### src/bru_pkg.sv
// Constants and types shared by the branch instruction unit
package bru_pkg;
  // Instruction word layout
  localparam int INSTR_W  = 32;
  localparam int ADDR_W   = 12;
  localparam int OP_HI    = 31;
  localparam int OP_LO    = 26;
  localparam int ESS_HI   = 25;
  localparam int ESS_LO   = 22;
  localparam int POL_BIT  = 21;
  localparam int COND_BIT = 20;
  localparam int CSO_HI   = 19;
  localparam int CSO_LO   = 12;
  localparam int WADR_HI  = 11;
  localparam int WADR_LO  = 0;
  localparam int ESS_N    = 16;
  localparam int CNT_W    = 8;
  localparam int HALF_W   = 8;

  // Branch opcodes in bits 31..26
  localparam logic [5:0] OPC_IMM      = 6'h00;
  localparam logic [5:0] OPC_IMM_LINK = 6'h01;
  localparam logic [5:0] OPC_REG      = 6'h02;
  localparam logic [5:0] OPC_REG_LINK = 6'h03;
  localparam logic [5:0] OPC_SHD      = 6'h04;
  localparam logic [5:0] OPC_SHD_LINK = 6'h05;

  // Counter operation codes
  localparam logic [7:0] CSO_CODE_DEC_RXB = 8'hE0;
  localparam logic [7:0] CSO_CODE_DEC_RXF = 8'hE1;
  localparam logic [7:0] CSO_CODE_INC_TXB = 8'hC2;
  localparam logic [7:0] CSO_CODE_INC_TXF = 8'hC3;

  localparam logic [3:0]        ESS_NONE  = 4'h0;
  localparam logic [ADDR_W-1:0] LINK_STEP = 12'h002;
  localparam logic [ADDR_W-1:0] ADDR_ZERO = 12'h000;
  localparam logic [11:0]       LOW_ZERO  = 12'h000;
  localparam logic [CNT_W-1:0]  CNT_MAX   = 8'hFF;
  localparam logic [CNT_W-1:0]  CNT_MIN   = 8'h00;
  localparam logic [CNT_W-1:0]  CNT_ONE   = 8'h01;
  localparam logic [HALF_W-1:0] HALF_ZERO = 8'h00;

  // AHB-Lite register map (byte offsets)
  localparam int          AHB_DEC_W      = 8;
  localparam logic [7:0]  REG_LINK_OFS   = 8'h00;
  localparam logic [7:0]  REG_SHADOW_OFS = 8'h04;
  localparam logic [7:0]  REG_COUNT_OFS  = 8'h08;
  localparam logic [7:0]  REG_STATUS_OFS = 8'h0C;
  localparam logic [31:0] WORD_ZERO      = 32'h0000_0000;
  localparam logic [1:0]  HRESP_OKAY     = 2'h0;
  localparam int          HTRANS_ACT_BIT = 1;
  localparam int          STAT_WAIT_BIT  = 0;
  localparam int          STAT_LOAD_BIT  = 1;

  typedef enum logic [1:0] {
    SRC_IMM    = 2'h0,
    SRC_LINK   = 2'h1,
    SRC_SHADOW = 2'h2
  } bru_src_type;

  typedef enum logic [2:0] {
    CSO_NONE    = 3'h0,
    CSO_DEC_RXB = 3'h1,
    CSO_DEC_RXF = 3'h2,
    CSO_INC_TXB = 3'h3,
    CSO_INC_TXF = 3'h4
  } bru_cso_type;

  // Gray path: empty -> waiting -> loaded
  typedef enum logic [1:0] {
    SHD_EMPTY  = 2'b00,
    SHD_WAIT   = 2'b01,
    SHD_LOADED = 2'b11
  } bru_shd_state_type;
endpackage

### src/bru_dec_if.sv
// Decoded branch fields passed from the decoder to the execute logic
`timescale 1ns/100ps
interface bru_dec_if;
  import bru_pkg::*;
  logic              is_branch;
  logic              illegal;
  logic              link;
  logic              taken;
  logic              nullify;
  bru_src_type       src;
  bru_cso_type       cso;
  logic [ADDR_W-1:0] imm;

  modport producer (output is_branch, illegal, link, taken, nullify, src, cso, imm);
  modport consumer (input  is_branch, illegal, link, taken, nullify, src, cso, imm);
endinterface

### src/bru_decoder.sv
// Branch word decoder: opcode, condition, nullify and counter operation
`timescale 1ns/100ps
module bru_decoder (
  // Instruction and state signals
  input wire logic [bru_pkg::INSTR_W-1:0] instr_word,
  input wire logic [bru_pkg::ESS_N-1:0]   ess_in,
  // Decoded fields
  bru_dec_if.producer                     dec
);
  import bru_pkg::*;

  wire logic [5:0] op_field   = instr_word[OP_HI:OP_LO];
  wire logic [3:0] ess_sel    = instr_word[ESS_HI:ESS_LO];
  wire logic       pol_bit    = instr_word[POL_BIT];
  wire logic       cond_bit   = instr_word[COND_BIT];
  wire logic [7:0] cso_field  = instr_word[CSO_HI:CSO_LO];
  wire logic [11:0] low_field = instr_word[WADR_HI:WADR_LO];

  wire logic op_imm  = (op_field == OPC_IMM)  || (op_field == OPC_IMM_LINK);
  wire logic op_reg  = (op_field == OPC_REG)  || (op_field == OPC_REG_LINK);
  wire logic op_shd  = (op_field == OPC_SHD)  || (op_field == OPC_SHD_LINK);
  wire logic is_link = (op_field == OPC_IMM_LINK) || (op_field == OPC_REG_LINK) ||
                       (op_field == OPC_SHD_LINK);
  wire logic any_op  = op_imm || op_reg || op_shd;

  // Non-immediate forms must leave the low field clear
  wire logic bad_low = !op_imm && (low_field != LOW_ZERO);

  // Selector zero means no condition; then the C bit acts as nullify
  wire logic uncond  = (ess_sel == ESS_NONE);
  wire logic cond_ok = (ess_in[ess_sel] == pol_bit);

  assign dec.is_branch = any_op && !bad_low;
  assign dec.illegal   = any_op && bad_low;
  assign dec.link      = is_link;
  assign dec.taken     = uncond || cond_ok;
  assign dec.nullify   = uncond ? cond_bit : (!cond_ok && cond_bit);
  assign dec.imm       = low_field;
  assign dec.src       = op_shd ? SRC_SHADOW : (op_reg ? SRC_LINK : SRC_IMM);

  always_comb begin
    case (cso_field)
      CSO_CODE_DEC_RXB: dec.cso = CSO_DEC_RXB;
      CSO_CODE_DEC_RXF: dec.cso = CSO_DEC_RXF;
      CSO_CODE_INC_TXB: dec.cso = CSO_INC_TXB;
      CSO_CODE_INC_TXF: dec.cso = CSO_INC_TXF;
      default:          dec.cso = CSO_NONE;
    endcase
  end
endmodule

### src/bru_branch_unit.sv
// Branch execute unit: targets, link and shadow registers, counters, AHB-Lite slave
//
// Operation
// - Immediate branch jumps to the 12-bit word address in bits 11..0.
// - Register branch jumps to the address held in the link register.
// - Shadow branch jumps to the fast-memory shadow target register.
// - Shadow branch stalls while the shadow load from fast memory is pending.
// - Only a linked load with non-zero halfword field reloads the shadow register.
// - Once loaded, software may read and write the shadow register.
// - The first descriptor word, a service routine address, becomes the shadow target.
// - Taken linking branches save the address after the committed slot into the link register.
// - Opcode bits 31..26 select branch type; non-immediate forms need bits 11..0 zero.
// - Fields: selector 25..22, polarity 21, conditional 20, counter op 19..12.
// - Conditional branch taken only if selected state equals polarity; else unconditional.
// - Any branch may increment or decrement a cell-port handshake counter.
// - Slot nullified on failed conditional with C, or unconditional with nullify.
// - Counter operation happens whether or not the branch is taken.
// - Codes E0, E1 decrement receive counters; C2, C3 increment transmit counters.
// - Link register written only by software or when a linking branch is taken, with address plus two.
`timescale 1ns/100ps
module bru_branch_unit (
  // Clock and reset
  input  wire logic                       hclk,
  input  wire logic                       hresetn,
  // AHB-Lite slave
  input  wire logic                       hsel,
  input  wire logic [31:0]                haddr,
  input  wire logic [1:0]                 htrans,
  input  wire logic                       hwrite,
  input  wire logic [2:0]                 hsize,
  input  wire logic [31:0]                hwdata,
  input  wire logic                       hready,
  output      logic                       hreadyout,
  output      logic [1:0]                 hresp,
  output      logic [31:0]                hrdata,
  // Pipeline instruction port
  input  wire logic                       instr_valid,
  input  wire logic [bru_pkg::INSTR_W-1:0] instr_word,
  input  wire logic [bru_pkg::ADDR_W-1:0] instr_addr,
  input  wire logic [bru_pkg::ESS_N-1:0]  ess_in,
  output      logic                       instr_stall,
  // Pipeline branch result
  output      logic                       br_valid,
  output      logic                       br_taken,
  output      logic [bru_pkg::ADDR_W-1:0] br_target,
  output      logic                       br_slot_nullify,
  output      logic                       br_illegal,
  // Fast memory side
  input  wire logic                       ldfm_valid,
  input  wire logic                       ldfm_link_option,
  input  wire logic [bru_pkg::HALF_W-1:0] ldfm_halfword,
  input  wire logic                       fm_first_valid,
  input  wire logic [31:0]                fm_first_word,
  // Cell port counter events
  input  wire logic                       tx_busy_dec,
  input  wire logic                       tx_full_dec,
  input  wire logic                       rx_busy_inc,
  input  wire logic                       rx_full_inc,
  // Counter values
  output      logic [bru_pkg::CNT_W-1:0]  tx_busy_counter,
  output      logic [bru_pkg::CNT_W-1:0]  tx_full_counter,
  output      logic [bru_pkg::CNT_W-1:0]  rx_busy_counter,
  output      logic [bru_pkg::CNT_W-1:0]  rx_full_counter
);
  import bru_pkg::*;

  // Saturating step so a runaway handshake cannot wrap a counter
  function automatic logic [CNT_W-1:0] cnt_step(input logic [CNT_W-1:0] cnt,
                                                input logic inc,
                                                input logic dec);
    logic [CNT_W-1:0] res;
    res = cnt;
    if (inc && !dec && (cnt != CNT_MAX)) begin
      res = cnt + CNT_ONE;
    end else if (dec && !inc && (cnt != CNT_MIN)) begin
      res = cnt - CNT_ONE;
    end
    return res;
  endfunction

  bru_dec_if dec_bus ();

  bru_decoder u_decoder (
    .instr_word (instr_word),
    .ess_in     (ess_in),
    .dec        (dec_bus.producer)
  );

  // State
  logic [ADDR_W-1:0] link_reg;
  logic [ADDR_W-1:0] link_next;
  logic [ADDR_W-1:0] shadow_reg;
  logic [ADDR_W-1:0] shadow_next;
  bru_shd_state_type shd_state_reg;
  bru_shd_state_type shd_state_next;
  logic [CNT_W-1:0]  txb_reg;
  logic [CNT_W-1:0]  txf_reg;
  logic [CNT_W-1:0]  rxb_reg;
  logic [CNT_W-1:0]  rxf_reg;
  logic              br_valid_reg;
  logic              br_taken_reg;
  logic [ADDR_W-1:0] br_target_reg;
  logic              br_null_reg;
  logic              br_illegal_reg;
  logic              wr_pend_reg;
  logic [7:0]        wr_ofs_reg;
  logic [31:0]       hrdata_reg;

  // Instruction acceptance
  wire logic shd_pending = (shd_state_reg == SHD_WAIT);
  wire logic is_shd_br   = dec_bus.is_branch && (dec_bus.src == SRC_SHADOW);
  wire logic stall_now   = instr_valid && is_shd_br && shd_pending;
  wire logic accept      = instr_valid && dec_bus.is_branch && !stall_now;
  wire logic accept_bad  = instr_valid && dec_bus.illegal;
  wire logic take_now    = accept && dec_bus.taken;
  wire logic link_now    = take_now && dec_bus.link;

  // Target selection
  wire logic [ADDR_W-1:0] sel_target =
    (dec_bus.src == SRC_SHADOW) ? shadow_reg :
    (dec_bus.src == SRC_LINK)   ? link_reg   :
                                  dec_bus.imm;
  // Not taken: flow goes to the word after the committed slot
  wire logic [ADDR_W-1:0] seq_target = instr_addr + LINK_STEP;

  // Counter operation ignores the condition outcome
  wire logic cso_rxb = accept && (dec_bus.cso == CSO_DEC_RXB);
  wire logic cso_rxf = accept && (dec_bus.cso == CSO_DEC_RXF);
  wire logic cso_txb = accept && (dec_bus.cso == CSO_INC_TXB);
  wire logic cso_txf = accept && (dec_bus.cso == CSO_INC_TXF);

  // Shadow load from fast memory
  wire logic ldfm_start = ldfm_valid && ldfm_link_option &&
                          (ldfm_halfword != HALF_ZERO);
  wire logic fm_capture = shd_pending && fm_first_valid;

  // AHB-Lite decode
  wire logic       ahb_act   = hsel && hready && htrans[HTRANS_ACT_BIT];
  wire logic       ahb_wr    = ahb_act && hwrite;
  wire logic       ahb_rd    = ahb_act && !hwrite;
  wire logic [7:0] ahb_ofs   = haddr[AHB_DEC_W-1:0];
  wire logic       sw_link   = wr_pend_reg && (wr_ofs_reg == REG_LINK_OFS);
  wire logic       sw_shadow = wr_pend_reg && (wr_ofs_reg == REG_SHADOW_OFS) &&
                               (shd_state_reg == SHD_LOADED);

  wire logic [31:0] rd_link   = {20'h0_0000, link_reg};
  wire logic [31:0] rd_shadow = {20'h0_0000, shadow_reg};
  wire logic [31:0] rd_count  = {rxf_reg, rxb_reg, txf_reg, txb_reg};
  wire logic [31:0] rd_status = {30'h0000_0000, (shd_state_reg == SHD_LOADED),
                                 shd_pending};
  wire logic [31:0] rd_mux =
    (ahb_ofs == REG_LINK_OFS)   ? rd_link   :
    (ahb_ofs == REG_SHADOW_OFS) ? rd_shadow :
    (ahb_ofs == REG_COUNT_OFS)  ? rd_count  :
    (ahb_ofs == REG_STATUS_OFS) ? rd_status : WORD_ZERO;

  // Branch link beats a software write landing in the same cycle
  assign link_next = link_now ? seq_target :
                     sw_link  ? hwdata[ADDR_W-1:0] : link_reg;

  // Fast memory capture beats a software write
  assign shadow_next = fm_capture ? fm_first_word[ADDR_W-1:0] :
                       sw_shadow  ? hwdata[ADDR_W-1:0] : shadow_reg;

  always_comb begin
    case (shd_state_reg)
      SHD_EMPTY:  shd_state_next = ldfm_start ? SHD_WAIT : SHD_EMPTY;
      SHD_WAIT:   shd_state_next = ldfm_start ? SHD_WAIT :
                                   (fm_first_valid ? SHD_LOADED : SHD_WAIT);
      SHD_LOADED: shd_state_next = ldfm_start ? SHD_WAIT : SHD_LOADED;
      default:    shd_state_next = SHD_EMPTY;
    endcase
  end

  always_ff @(posedge hclk or negedge hresetn) begin
    if (!hresetn) begin
      link_reg      <= ADDR_ZERO;
      shadow_reg    <= ADDR_ZERO;
      shd_state_reg <= SHD_EMPTY;
    end else begin
      link_reg      <= link_next;
      shadow_reg    <= shadow_next;
      shd_state_reg <= shd_state_next;
    end
  end

  always_ff @(posedge hclk or negedge hresetn) begin
    if (!hresetn) begin
      txb_reg <= CNT_MIN;
      txf_reg <= CNT_MIN;
      rxb_reg <= CNT_MIN;
      rxf_reg <= CNT_MIN;
    end else begin
      txb_reg <= cnt_step(txb_reg, cso_txb, tx_busy_dec);
      txf_reg <= cnt_step(txf_reg, cso_txf, tx_full_dec);
      rxb_reg <= cnt_step(rxb_reg, rx_busy_inc, cso_rxb);
      rxf_reg <= cnt_step(rxf_reg, rx_full_inc, cso_rxf);
    end
  end

  // Branch result, one cycle after the instruction is accepted, taken or not
  always_ff @(posedge hclk or negedge hresetn) begin
    if (!hresetn) begin
      br_valid_reg   <= 1'b0;
      br_taken_reg   <= 1'b0;
      br_target_reg  <= ADDR_ZERO;
      br_null_reg    <= 1'b0;
      br_illegal_reg <= 1'b0;
    end else begin
      br_valid_reg   <= accept;
      br_taken_reg   <= take_now;
      br_target_reg  <= take_now ? sel_target : seq_target;
      br_null_reg    <= accept && dec_bus.nullify;
      br_illegal_reg <= accept_bad;
    end
  end

  // Reads are answered with zero wait; writes land at the end of the data phase
  always_ff @(posedge hclk or negedge hresetn) begin
    if (!hresetn) begin
      wr_pend_reg <= 1'b0;
      wr_ofs_reg  <= REG_LINK_OFS;
      hrdata_reg  <= WORD_ZERO;
    end else begin
      wr_pend_reg <= ahb_wr;
      wr_ofs_reg  <= ahb_ofs;
      if (ahb_rd) begin
        hrdata_reg <= rd_mux;
      end
    end
  end

  assign hreadyout       = 1'b1;
  assign hresp           = HRESP_OKAY;
  assign hrdata          = hrdata_reg;
  assign instr_stall     = stall_now;
  assign br_valid        = br_valid_reg;
  assign br_taken        = br_taken_reg;
  assign br_target       = br_target_reg;
  assign br_slot_nullify = br_null_reg;
  assign br_illegal      = br_illegal_reg;
  assign tx_busy_counter = txb_reg;
  assign tx_full_counter = txf_reg;
  assign rx_busy_counter = rxb_reg;
  assign rx_full_counter = rxf_reg;

  // hsize is accepted but only full-word single transfers are expected
  wire logic unused_ok = &{1'b0, hsize, haddr[31:AHB_DEC_W]};
endmodule

### config.mk
export PLATFORM = sky130hd
export DESIGN_NAME = bru_branch_unit
export DESIGN_NICKNAME = d
export VERILOG_FILES = /design/src/bru_pkg.sv /design/src/bru_dec_if.sv /design/src/bru_decoder.sv /design/src/bru_branch_unit.sv
export SDC_FILE = /design/constraint.sdc
export NUM_CORES = 1
export LEC_CHECK = 0
export BUFFER_PORTS_ARGS = -buffer_cell sky130_fd_sc_hd__buf_4
export CAP_MARGIN = 10
export CORE_UTILIZATION = 35
export CTS_BUF_LIST = sky130_fd_sc_hd__clkbuf_8
export CTS_CLUSTER_DIAMETER = 120
export CTS_CLUSTER_SIZE = 10
export DETAILED_ROUTE_END_ITERATION = 10
export SLEW_MARGIN = 20
export SYNTH_ARGS = -nofsm -noshare
export SYNTH_HDL_FRONTEND = slang
export SYNTH_SLANG_ARGS = --single-unit
### constraint.sdc
create_clock -name hclk -period 8.4 [get_ports hclk]
set_clock_uncertainty 0.05 [all_clocks]
set_input_delay 0.42 -clock hclk [delete_from_list [all_inputs] [get_ports hclk]]
set_output_delay 0.42 -clock hclk [all_outputs]
set_load 0.005 [all_outputs]
**Word-level counts from Yosys, hierarchy flattened**

Cells that the tools add are included.

- $add $sub $neg: 9
- $lt $le $gt $ge: 1
- Eq/ne operators: 26
- Multiplexer cells: 30
- Reduce and logical (&&, ||, !) cells: 81

Operators by type and width:

| operator | count |
|---|---|
| $mux W32 | 3 |
| $mux W12 | 7 |
| $mux W8 | 8 |
| $logic_and A1 B1 Y1 | 43 |
| $reduce_bool A8 Y1 | 5 |
| $add A8 B1 Y8 const B | 4 |
| $eq A8 B8 Y1 const B | 4 |
| $ne A8 B8 Y1 const B | 4 |
| $sub A8 B1 Y8 const B | 4 |
| $eq A8 B3 Y1 const B | 2 |
| $eq A8 B4 Y1 const B | 2 |
| $logic_not A8 Y1 | 2 |
| $logic_not A1 Y1 | 13 |
| $add A12 B2 Y12 const B | 1 |
| $eq A6 B2 Y1 const B | 2 |
| $eq A6 B3 Y1 const B | 2 |
| $pmux W3 S4 | 1 |
| $reduce_bool A12 Y1 | 1 |
| $reduce_bool A2 Y1 | 6 |
| $mux W2 | 5 |
| $logic_or A1 B1 Y1 | 8 |
| $eq A3 B2 Y1 const B | 2 |
| $eq A6 B1 Y1 const B | 1 |
| $logic_not A6 Y1 | 1 |
| other kinds (11) | 16 |

- Register bits after elaboration: 115
- Output and inout port bits: 84
- Word-level logic and storage cells: 162

**Longest topological paths before layout**

Gate-level depths: netlist (run 1).

- Word-level depth: 17
- Mapped depth: 13
- Depth with buffers taken out: 12

**By module**

A second synthesis (run 1) with hierarchy kept.

- Cells, all modules: 658
- Area, all modules: 6795.3 sq um

By module, submodules not included:

| module | times used | cells each | area each (sq um) |
|---|---|---|---|
| bru_branch_unit | 1 | 597 | 6352.3 |
| bru_decoder | 1 | 61 | 442.9 |

**Worst setup path after synthesis (run 1)**

Ideal clock, no wire load.

- Path kind: input-to-reg
- From: input port instr_word[29] (netlist name)
- To: register txb_reg[7] (netlist: tx_busy_counter[7])
- Data arrival time: 2.930 ns
- Data required time: 8.270 ns
- Slack: 5.340 ns
- Stages on the path: 13
- Path through: nor3_1 nand3_1 nor2_2 buf_4 and4_1 inv_1 ha_1 a21o_1 a211oi_1 nor2_1 o41ai_1 mux2i_1 xnor2_1

- Word-level cells in the longest chain between the ends: 16

RTL lines:

| element | line | text |
|---|---|---|
| start, declared | bru_branch_unit.sv:38 | `input wire logic [bru_pkg::INSTR_W-1:0] instr_word,` |
| parallel branches: the longest is 10 deep, another holds $eq A6 B2 Y1 | n/a |  |
| $logic_and A1 B1 Y1 * | bru_branch_unit.sv:113 | `wire logic accept = instr_valid && dec_bus.is_branch && !stall_now;` |
| $logic_and A1 B1 Y1 * | bru_branch_unit.sv:129 | `wire logic cso_txb = accept && (dec_bus.cso == CSO_INC_TXB);` |
| $logic_not A1 Y1 | bru_branch_unit.sv:75 | `end else if (dec && !inc && (cnt != CNT_MIN)) begin` |
| $logic_and A1 B1 Y1 (2 in series) | bru_branch_unit.sv:75 |  |
| $reduce_bool A2 Y1 (no line) | n/a |  |
| end signal, assigned | bru_branch_unit.sv:194 | `txb_reg <= cnt_step(txb_reg, cso_txb, tx_busy_dec);` |
| end, declared | bru_branch_unit.sv:96 | `logic [CNT_W-1:0] txb_reg;` |

Mark *: on every way between the ends.
A chain may end at the register's enable or synchronous reset.

**Worst setup path in the final report (run 1)**

- From: input port instr_word[6] (netlist name)
- To: register txf_reg[7] (netlist: tx_full_counter[7])

- Word-level cells in the longest chain between the ends: 14

RTL lines:

| element | line | text |
|---|---|---|
| $reduce_bool A12 Y1 * | bru_decoder.sv:27 | `wire logic bad_low = !op_imm && (low_field != LOW_ZERO);` |
| $logic_and A1 B1 Y1 * | bru_decoder.sv:27 |  |
| $logic_not A1 Y1 * | bru_decoder.sv:33 | `assign dec.is_branch = any_op && !bad_low;` |
| $logic_and A1 B1 Y1 * | bru_decoder.sv:33 |  |
| $logic_and A1 B1 Y1 | bru_branch_unit.sv:111 | `wire logic is_shd_br = dec_bus.is_branch && (dec_bus.src == SRC_SHADOW);` |
| $logic_and A1 B1 Y1 (2 in series) | bru_branch_unit.sv:112 | `wire logic stall_now = instr_valid && is_shd_br && shd_pending;` |
| $logic_not A1 Y1 | bru_branch_unit.sv:113 |  |
| $logic_and A1 B1 Y1 * | bru_branch_unit.sv:113 |  |
| $logic_and A1 B1 Y1 * | bru_branch_unit.sv:130 | `wire logic cso_txf = accept && (dec_bus.cso == CSO_INC_TXF);` |
| $logic_not A1 Y1 | bru_branch_unit.sv:75 |  |
| $logic_and A1 B1 Y1 (2 in series) | bru_branch_unit.sv:75 |  |
| $reduce_bool A2 Y1 (no line) | n/a |  |
| end signal, assigned | bru_branch_unit.sv:195 | `txf_reg <= cnt_step(txf_reg, cso_txf, tx_full_dec);` |
| end, declared | bru_branch_unit.sv:97 | `logic [CNT_W-1:0] txf_reg;` |

Every way passes the cells marked *; elsewhere a longest branch is shown, timed or not.

==> results of run 1 <==
[synthesized netlist by cell type (5+ instances only)]
| cell type | n |
|---|---|
| o21ai_0 | 27 |
| or4_1 | 6 |
| ha_1 | 25 |
| mux2_4 | 8 |
| nand2_1 | 23 |
| mux2_2 | 14 |
| nor4_1 | 11 |
| xnor2_1 | 31 |
| inv_1 | 12 |
| o21bai_1 | 5 |
| nor2_1 | 58 |
| xor2_1 | 8 |
| dfrtp_1 | 115 |
| nand3_1 | 15 |
| a21oi_1 | 47 |
| nor3_1 | 10 |
| a22o_1 | 20 |
| a21o_1 | 8 |
| buf_4 | 6 |
| nor2b_1 | 5 |
| clkbuf_1 | 11 |
| nand4_1 | 12 |
| mux2i_1 | 77 |
[worst max-delay path: stages]
cell and delay (ps):
buf_4 120, nor4_1 490, a32oi_1 250, nor2_2 420, and4_1 360, inv_1 180, ha_1 320, a21o_1 200
a211oi_1 230, nor2_1 100, o41ai_1 330, mux2i_1 280, xnor2_1 140
[metrics by stage]
step,total power [uW],util [%],cells
floorplan,1350,-,615
global placement,1670,45.1,1015
detailed placement,1710,45.1,1015
CTS,2290,47.5,1048
global route,2430,47.5,1048
finish,2280,47.5,1048
[layout by cell type (no fill, tap or decap), types with 2 or more instances in the layout]
cell / Yosys / layout
nand3_2: 2 / 2
and4_1: 3 / 3
conb_1: 2 / 3
mux4_2: 3 / 3
a22o_1: 20 / 20
mux2i_1: 77 / 77
a21o_1: 8 / 8
and2_1: 3 / 3
o21bai_1: 5 / 5
nand4_1: 12 / 12
nor4_1: 11 / 11
a21oi_1: 47 / 47
dfrtp_1: 115 / 115
o21ai_0: 27 / 27
nor2b_1: 5 / 5
bufinv_16: 0 / 4
mux2_2: 14 / 14
ha_1: 25 / 25
mux2_1: 4 / 4
buf_4: 6 / 198
and3_1: 2 / 2
xnor2_1: 31 / 31
nand3_1: 15 / 15
fa_1: 4 / 4
clkinv_2: 0 / 3
xor2_1: 8 / 8
clkbuf_8: 0 / 20
a31oi_1: 2 / 2
mux2_4: 8 / 8
nor3_1: 10 / 10
nand2_1: 23 / 23
o41ai_1: 4 / 4
nor2_4: 2 / 2
inv_1: 12 / 15
a211oi_1: 4 / 4
nor2_1: 58 / 58
or4_1: 6 / 6
[cell families after synthesis]
logic type,after synthesis
buffers and inverters,39
flip-flops,115
multiplexers,106
AND/OR/NAND/NOR,162
XOR/XNOR,39
other,2
AO/OA/AOI/OAI,122
adder cells (fa/ha/maj),29
[layout make-up]
class | instances | area [um^2] | share of cell area, %
clock buffers | 20 | 275 | 3.17
clock inverters | 12 | 163 | 1.87
inverters | 12 | 45.0 | 0.519
multi-input cells | 461 | 3540 | 40.8
flip-flops and latches | 115 | 2880 | 33.1
well taps | 229 | 287 | 3.30
repair buffers | 199 | 1500 | 17.2
[worst min-delay path by stage]
stage / startpoint / to / slack [ps] / cells past startpoint
after CTS: haddr[4] / wr_ofs_reg[4]$_DFF_PN0_ / 20 / 1
after global placement: hrdata[6]$_DFFE_PN0P_ / hrdata[6]$_DFFE_PN0P_ / 420 / 2
after detailed placement: hrdata[6]$_DFFE_PN0P_ / hrdata[6]$_DFFE_PN0P_ / 430 / 2
after global routing: haddr[4] / wr_ofs_reg[4]$_DFF_PN0_ / 20 / 1
final: haddr[4] / wr_ofs_reg[4]$_DFF_PN0_ / 50 / 1
after floorplan: hresetn / br_illegal$_DFF_PN0_ / 70 / 0
[power breakdown]
| group | total [uW] | switching, uW | internal [uW] |
|---|---|---|---|
| sequential | 846 | 186 | 660 |
| clock | 575 | 232 | 343 |
| combinational | 855 | 371 | 484 |
| total | 2280 | 789 | 1490 |
[routing by layer]
layer	vias up	wire length, um	track usage, %
li1	2613	-	-
met1	2709	8640	26.2
met2	153	9680	35.0
met3	21	988	5.09
met4	0	333	7.00
met5	-	0	0
==> results.sh, run 1 <==
export IMPL_hold_class="primary input to flip-flop"
export IMPL_r2r_end="tx_busy_counter[7]$_DFFE_PN0P_"
export IMPL_vias=5496
export IMPL_yosys_warnings=0
export IMPL_numPortBuffers=194
export IMPL_crit_start="instr_word[6]"
export IMPL_peakVddDrop_uv=96.9
export IMPL_r2r_start="shd_state_reg[1]$_DFF_PN0_"
export IMPL_fp_dieW_um=140
export IMPL_post_cts_setup_buffers=0
export IMPL_die_area_mm2=0.0195
export IMPL_track_usage_pct=20.9
export IMPL_setup_ws_ps=4860
export IMPL_numClockSinks=115
export IMPL_dp_hpwl_um=14800
export IMPL_ys_types=54
export IMPL_detail_route_antenna_nets=0
export IMPL_rsz0062_at_grt="no"
export IMPL_fmax_mhz=282
export IMPL_insertion_delay_ps=440
export IMPL_synth_top_family_by_area="multiplexers"
export IMPL_setup_tns_ps=0
export IMPL_largest_reg_flops=32
export IMPL_fillers=1708
export IMPL_synth_area_mm2=0.00663
export IMPL_tritoncts="built"
export IMPL_numCtsBuffers=17
export IMPL_wl_per_cell_um=18.7
export IMPL_hold_buffers=1
export IMPL_regToRegSetupSlack_ps=5050
export IMPL_ys_seq_area_share_pct=43.4
export IMPL_critical_path_endpoint="tx_full_counter[7]$_DFFE_PN0P_"
export IMPL_htreeDepth=4
export IMPL_syn_avg_cell_area_um2=10.8
export IMPL_p_leak_uw=0.00431
export IMPL_synthAdderAreaFrac_pct=5.92
export IMPL_grt_max_degree=66
export IMPL_syn_inst=614
export IMPL_cts_reportedPaths_clkPinSlew_ps=70
export IMPL_crit_type="primary input to flip-flop"
export IMPL_synth_edf_count=0
export IMPL_core_area_mm2=0.0183
export IMPL_drive_above_1_share_pct=32.4
export IMPL_yosys_area_share_simple_pct=12.9
export IMPL_yosys_area_top_type_share_pct=43.4
export IMPL_status="finished clean"
export IMPL_die_y_um=140
export IMPL_io_pins=266
export IMPL_worstMarginPinSlew_ps=923
export IMPL_start_kind="primary input"
export IMPL_clockBufferDepth=2
export IMPL_finalCriticalPeriod_ps=3550
export IMPL_grt_pass1_vias=5938
export IMPL_powerDensity_mw_per_mm2=262
export IMPL_viasPerCell=5.24
export IMPL_setup_viol=0
export IMPL_num_nets_final=1017
export IMPL_critical_path_arrival_ps=3850
export IMPL_async_flop_share_pct=100
export IMPL_cts_root_buf="clkbuf_8"
export IMPL_synth_xor_area_share_pct=5.15
export IMPL_fin_crit_sh_pct=42.2
export IMPL_ys_ff_latch=115
export IMPL_design_area_mm2=0.00869
export IMPL_hold_violations=0
export IMPL_antenna_found_initial=0
export IMPL_synth_top_area_cell="dfrtp_1"
export IMPL_drc=0
export IMPL_firstDrtPassIters=4
export IMPL_routed_wl_um=19600
export IMPL_drv_slew=0
export IMPL_routabilityCongestion=0.867
export IMPL_post_cts_resized=0
export IMPL_hold_ws_ps=49.6
export IMPL_grt_pass1_wl_um=31500
export IMPL_required_ps=8710
export IMPL_dp_slack_ps=4330
export IMPL_synth_flop_cell="dfrtp_1"
export IMPL_start_util_pct=36.3
export IMPL_grt_ovfl_total=0
export IMPL_diodes=0
export IMPL_endpoint_kind="flip-flop"
export IMPL_row_count=49
export IMPL_cap_violations=0
export IMPL_synth_compound_area_share_pct=11.7
export IMPL_syn2layout_area_growth_pct=30.9
export IMPL_drtIter0Drc=297
export IMPL_relSlewSlack_pct=38.3
export IMPL_synth_mux_area_share_pct=17.5
export IMPL_place_area_mm2=0.00824
export IMPL_ff2ff_path_depth=12
export IMPL_path_max_fanout=11
export IMPL_yosys_top_cells_area="dfrtp_1 43%, mux2i_1 12%, ha_1 4.7%"
Note: power is estimated with default switching activity, not from simulation.
==> run 2, diff against run 1 <==
==> constraint.sdc (replaced) <==
create_clock -name hclk -period 3.45 [get_ports hclk]
set_clock_uncertainty 0.05 [all_clocks]
set_input_delay 0.1725 -clock hclk [delete_from_list [all_inputs] [get_ports hclk]]
set_output_delay 0.1725 -clock hclk [all_outputs]
set_load 0.005 [all_outputs]
==> run 2 against run 1 <==
  * Hold slack got worse by 18 ps
  * Critical path depth fell by 1
  * Combinational power grew to 2.6 times the previous value
  * Utilization increased by 2.9 points
  * Sequential power increased by 140%
  * Via count increased by 5.9%
  * Sequential share of layout area shrank 1.9 points
  * Die area unchanged
  * First-iteration DRC count grew 6.4%
  * Largest power group unchanged
==> results.sh, run 2 (synthesized netlist as in run 1, its figures left out) <==
export IMPL_critPathMaxStageDelay_ps=420
export IMPL_numClockSinks=115
export IMPL_largest_reg_flops=32
export IMPL_grt_ovfl_total=0
export IMPL_timing_critical_path_buf_inv=1
export IMPL_cts_root_buf="clkbuf_8"
export IMPL_die_area_mm2=0.0195
export IMPL_r2r_end="tx_full_counter[7]$_DFFE_PN0P_"
export IMPL_rsz0062_at_grt="no"
export IMPL_htreeDepth=4
export IMPL_post_cts_setup_buffers=0
export IMPL_critical_path_endpoint="tx_full_counter[7]$_DFFE_PN0P_"
export IMPL_core_area_mm2=0.0183
export IMPL_routabilityCongestion=0.890
export IMPL_viasPerCell=5.24
export IMPL_crit_family="simple AND/OR/NAND/NOR gates"
export IMPL_cap_violations=0
export IMPL_hold_violations=0
export IMPL_insertion_delay_ps=440
export IMPL_endpoint_kind="flip-flop"
export IMPL_row_count=49
export IMPL_relSlewSlack_pct=37.1
export IMPL_status="finished clean"
export IMPL_diodes=0
export IMPL_setup_viol=0
export IMPL_grt_pass1_wl_um=32400
export IMPL_crit_type="flip-flop to flip-flop"
export IMPL_fp_dieW_um=140
export IMPL_clockBufferDepth=2
export IMPL_io_pins=266
export IMPL_worst_path_stages=12
export IMPL_path_max_fanout=5
export IMPL_finalCriticalPeriod_ps=3110
export IMPL_vias=5821
export IMPL_p_total_uw=5500
export IMPL_crit_start="shd_state_reg[1]$_DFF_PN0_"
export IMPL_peakVddDrop_uv=235
export IMPL_hold_ws_ps=31.7
export IMPL_dp_hpwl_um=15000
export IMPL_routed_wl_um=20200
export IMPL_powerDensity_mw_per_mm2=596
export IMPL_detail_route_antenna_nets=0
export IMPL_required_ps=3750
export IMPL_final_util_pct=50.5
export IMPL_track_usage_pct=21.4
export IMPL_numCtsBuffers=17
export IMPL_p_leak_uw=0.00455
export IMPL_r2r_start="shd_state_reg[1]$_DFF_PN0_"
export IMPL_final_cell_mix="218 x buf_4, 115 x dfrtp_1, 77 x mux2i_1, 58 x nor2_1, 47 x a21oi_1"
export IMPL_path_cells="nor2b_1, nand3_2, and3_4, and4_1, inv_1, ha_1, a21o_1, a211oi_1, nor2_1, o41ai_1, mux2i_1, xnor2_1"
export IMPL_numPortBuffers=194
export IMPL_regToRegSetupSlack_ps=340
export IMPL_critical_path_arrival_ps=3410
export IMPL_start_util_pct=36.3
export IMPL_post_cts_resized=0
export IMPL_start_kind="flip-flop"
export IMPL_final_common_cell="buf_4"
export IMPL_fmax_mhz=322
export IMPL_die_y_um=140
export IMPL_drtIter0Drc=316
export IMPL_hold_class="primary input to flip-flop"
export IMPL_antenna_found_initial=0
export IMPL_wl_per_cell_um=18.2
export IMPL_worstMarginPinSlew_ps=941
export IMPL_syn2layout_area_growth_pct=39.0
export IMPL_drv_slew=0
export IMPL_fin_crit_sh_pct=90.2
export IMPL_cts_reportedPaths_clkPinSlew_ps=70
export IMPL_cpMaxStageDelayCell="dfrtp_1"
export IMPL_grt_pass1_vias=6117
export IMPL_ff2ff_path_depth=12
export IMPL_grt_max_degree=77
export IMPL_drc=0
export IMPL_firstDrtPassIters=4
export IMPL_drive_above_1_share_pct=32.7
export IMPL_num_nets_final=1080
export IMPL_tritoncts="built"
[run 2: worst reg2reg max path: stages (launching register included)]
cell and delay [ps]:
dfrtp_1 420, nor2b_1 240, nand3_2 170, and3_4 230, and4_1 240, inv_1 150
ha_1 260, a21o_1 190, a211oi_1 250, nor2_1 100, o41ai_1 330, mux2i_1 270
xnor2_1 130
[run 2: area by class of cell]
class,instances,area [um^2]
Multi-Input combinational cell,461,3540
Timing Repair Buffer,262,2080
Tap cell,229,287
Clock inverter,12,133
Clock buffer,19,262
Inverter,12,45.0
Sequential cell,115,2880
Fill cell,1663,9050
[run 2: what timing repair did]
action / 4_1_cts / 5_1_grt
endpoints found under the setup margin: 0 / 0
hold endpoints to repair: 109 / 0
hold buffers: 43 / 0
[run 2: per-layer routing]
metal  vias up  track usage (%)  routed length (um)
met4         0             10.3                 642
li1       2760                -                   -
met2       184             35.1                9630
met3        41             5.23                1250
met1      2836             26.4                8620
met5         -                0                   0
[run 2: stage by stage]
stage               area (um^2)  setup slack [ps]  std cells  TNS (ps)
floorplan                  6640               622        615         0
CTS                        9220               315       1110         0
finish                     9220               340       1110         0
global route               9220               102       1110         0
detailed placement         8400             -97.5       1036     -99.2
global placement           8400              4.36       1036         0
[run 2: report_power, final]
group	switching, uW	leakage [uW]	internal [uW]	total (uW)
logic	923	0.00292	1270	2190
clock network	583	0.000182	675	1260
registers	444	0.00144	1610	2050
[run 2: worst min-delay path by stage]
stage / to / startpoint / slack [ps] / depth (start not counted)
after floorplan: br_illegal$_DFF_PN0_ / hresetn / -170 / 0
after global placement: wr_ofs_reg[4]$_DFF_PN0_ / haddr[4] / 240 / 1
after detailed placement: wr_ofs_reg[7]$_DFF_PN0_ / haddr[7] / 240 / 1
after CTS: link_reg[7]$_DFFE_PN0P_ / instr_addr[7] / 5 / 3
after global routing: link_reg[7]$_DFFE_PN0P_ / instr_addr[7] / 20 / 3
final: link_reg[10]$_DFFE_PN0P_ / instr_addr[10] / 30 / 3
==> run 3, diff against run 2 <==
--- a/config.mk
+++ b/config.mk
@@ -12,6 +12,7 @@
 export CTS_CLUSTER_DIAMETER = 120
 export CTS_CLUSTER_SIZE = 10
 export DETAILED_ROUTE_END_ITERATION = 10
+export REMOVE_ABC_BUFFERS = 1
 export SLEW_MARGIN = 20
 export SYNTH_ARGS = -nofsm -noshare
 export SYNTH_HDL_FRONTEND = slang
==> run 3 against run 2 <==
  * Maximum frequency decreased by 4.4%
  * Combinational power hardly changed
  * Register-to-register slack got worse by 140 ps
  * Clock-buffer cell count decreased by 2
  * Global-route usage decreased by 0.96 points
  * Hold slack worse by 0.99 ps
  * Utilization up 0.34 points
  * Clock power increased by 6%
  * Largest cell class unchanged
  * Largest power group unchanged
==> results.sh, run 3 (synthesized netlist as in run 1, its figures left out) <==
export IMPL_r2r_end="tx_full_counter[7]$_DFFE_PN0P_"
export IMPL_final_util_pct=50.8
export IMPL_path_max_fanout=7
export IMPL_setup_viol=0
export IMPL_vias=5777
export IMPL_ff2ff_path_depth=12
export IMPL_drc=0
export IMPL_final_cell_mix="211 x buf_4, 115 x dfrtp_1, 77 x mux2i_1, 58 x nor2_1, 53 x dlygate4sd3_1"
export IMPL_num_nets_final=1082
export IMPL_numClockSinks=115
export IMPL_start_kind="flip-flop"
export IMPL_regArea_mm2=0.00288
export IMPL_die_y_um=140
export IMPL_cts_root_buf="clkbuf_8"
export IMPL_routabilityCongestion=0.853
export IMPL_whs_endpoint="link_reg[7]$_DFFE_PN0P_"
export IMPL_dp_hpwl_um=14400
export IMPL_die_area_mm2=0.0195
export IMPL_multi_input_area_mm2=0.00354
export IMPL_worstMarginPinSlew_ps=917
export IMPL_fmax_mhz=307
export IMPL_status="finished clean"
export IMPL_row_count=49
export IMPL_peakVddDrop_uv=261
export IMPL_grt_max_degree=62
export IMPL_hold_ws_ps=30.7
export IMPL_relSlewSlack_pct=38.7
export IMPL_finalCriticalPeriod_ps=3250
export IMPL_cpMaxStageDelayCell="dfrtp_1"
export IMPL_regToRegSetupSlack_ps=200
export IMPL_cap_violations=0
export IMPL_setup_tns_ps=0
export IMPL_cts_reportedPaths_clkPinSlew_ps=70
export IMPL_hold_class="primary input to flip-flop"
export IMPL_powerDensity_mw_per_mm2=597
export IMPL_drv_slew=0
export IMPL_viasPerCell=5.19
export IMPL_track_usage_pct=20.4
export IMPL_drive_above_1_share_pct=31.9
export IMPL_r2r_start="shd_state_reg[0]$_DFF_PN0_"
export IMPL_required_ps=3770
export IMPL_holdPathStages=3
export IMPL_numPortBuffers=194
export IMPL_final_common_cell="buf_4"
export IMPL_tritoncts="built"
export IMPL_crit_type="flip-flop to flip-flop"
export IMPL_detail_route_antenna_nets=0
export IMPL_hold_violations=0
export IMPL_fin_crit_sh_pct=94.3
export IMPL_rsz0062_at_grt="no"
export IMPL_p_total_uw=5540
export IMPL_routed_wl_um=19200
export IMPL_fp_dieW_um=140
export IMPL_worstHoldStart="instr_addr[7]"
export IMPL_grt_pass1_wl_um=31000
export IMPL_clockBufferDepth=2
export IMPL_p_leak_uw=0.00456
export IMPL_htreeDepth=4
export IMPL_diodes=0
export IMPL_largest_reg_flops=32
export IMPL_insertion_delay_ps=460
export IMPL_syn2layout_area_growth_pct=40.0
export IMPL_grt_pass1_vias=6087
export IMPL_critPathMaxStageDelay_ps=400
export IMPL_drtIter0Drc=368
export IMPL_core_area_mm2=0.0183
export IMPL_grt_ovfl_total=0
export IMPL_wl_per_cell_um=17.3
export IMPL_start_util_pct=36.3
export IMPL_antenna_found_initial=0
export IMPL_numCtsBuffers=17
export IMPL_fillers=1671
export IMPL_path_cells="nor2b_2, nand3_2, and3_4, and4_1, inv_1, ha_1, a21o_1, a211oi_1, nor2_1, o41ai_1, mux2i_1, xnor2_1"
export IMPL_io_pins=266
export IMPL_endpoint_kind="flip-flop"
export IMPL_firstDrtPassIters=4
export IMPL_post_cts_setup_buffers=0
export IMPL_critical_path_arrival_ps=3570
-- run 3: critical path: cells and delay by family (launching register included) --
family / cells / cell delay (ps)
simple gates: 5 / 1050
compound gates: 3 / 750
flops: 1 / 400
fa+ha+maj: 1 / 290
mux: 1 / 270
buf+inv: 1 / 230
xor+xnor: 1 / 140
-- run 3: worst max-delay path by stage --
stage | startpoint | end | slack [ps] | cells after the start
after floorplan | hwrite | hrdata[12]$_DFFE_PN0P_ | 550 | 4
after global placement | instr_word[6] | tx_full_counter[7]$_DFFE_PN0P_ | 70 | 13
after detailed placement | instr_word[6] | tx_full_counter[7]$_DFFE_PN0P_ | 30 | 13
after CTS | shd_state_reg[0]$_DFF_PN0_ | tx_full_counter[7]$_DFFE_PN0P_ | 80 | 12
after global routing | shd_state_reg[0]$_DFF_PN0_ | tx_full_counter[7]$_DFFE_PN0P_ | 10 | 12
final | shd_state_reg[0]$_DFF_PN0_ | tx_full_counter[7]$_DFFE_PN0P_ | 200 | 12
-- run 3: layer usage --
layer  wire length (um)  share of wire [%]  track usage [%]  vias to the layer above
li1                   -                  -                -                     2757
met5                  0                  0                0                        -
met4                360                1.9             7.00                        0
met3                893                4.7             4.61                       31
met1               8230                 43             24.8                     2824
met2               9720                 51             35.6                      165
-- run 3: metrics by stage --
stage | area, um^2 | instances | setup slack [ps]
final | 9290 | 1113 | 196
after global routing | 9290 | 1113 | 12.0
after CTS | 9280 | 1113 | 83.1
after detailed placement | 8340 | 1028 | 25.8
after global placement | 8340 | 1028 | 65.2
after floorplan | 6460 | 588 | 552
-- run 3: area by class of cell --
type	instances	area share, %
clock buffer	17	2.52
clock inverter	15	1.97
inverter	12	0.485
multi-input combinational	461	38.2
sequential	115	31.0
tap	229	3.09
timing repair buffer	264	22.8
-- run 3: repair_timing --
item,in CTS,in global routing
resized for setup,0,1
hold buffers,53,0
hold endpoints to repair,96,0
setup endpoints to repair,0,3
-- run 3: report_power, final --
group          internal, uW  total [uW]  leakage, uW  switching (uW)
clock network           718        1330     0.000199             614
registers              1610        2030      0.00144             421
logic                  1260        2180      0.00292             925
total                  3580        5540      0.00456            1960
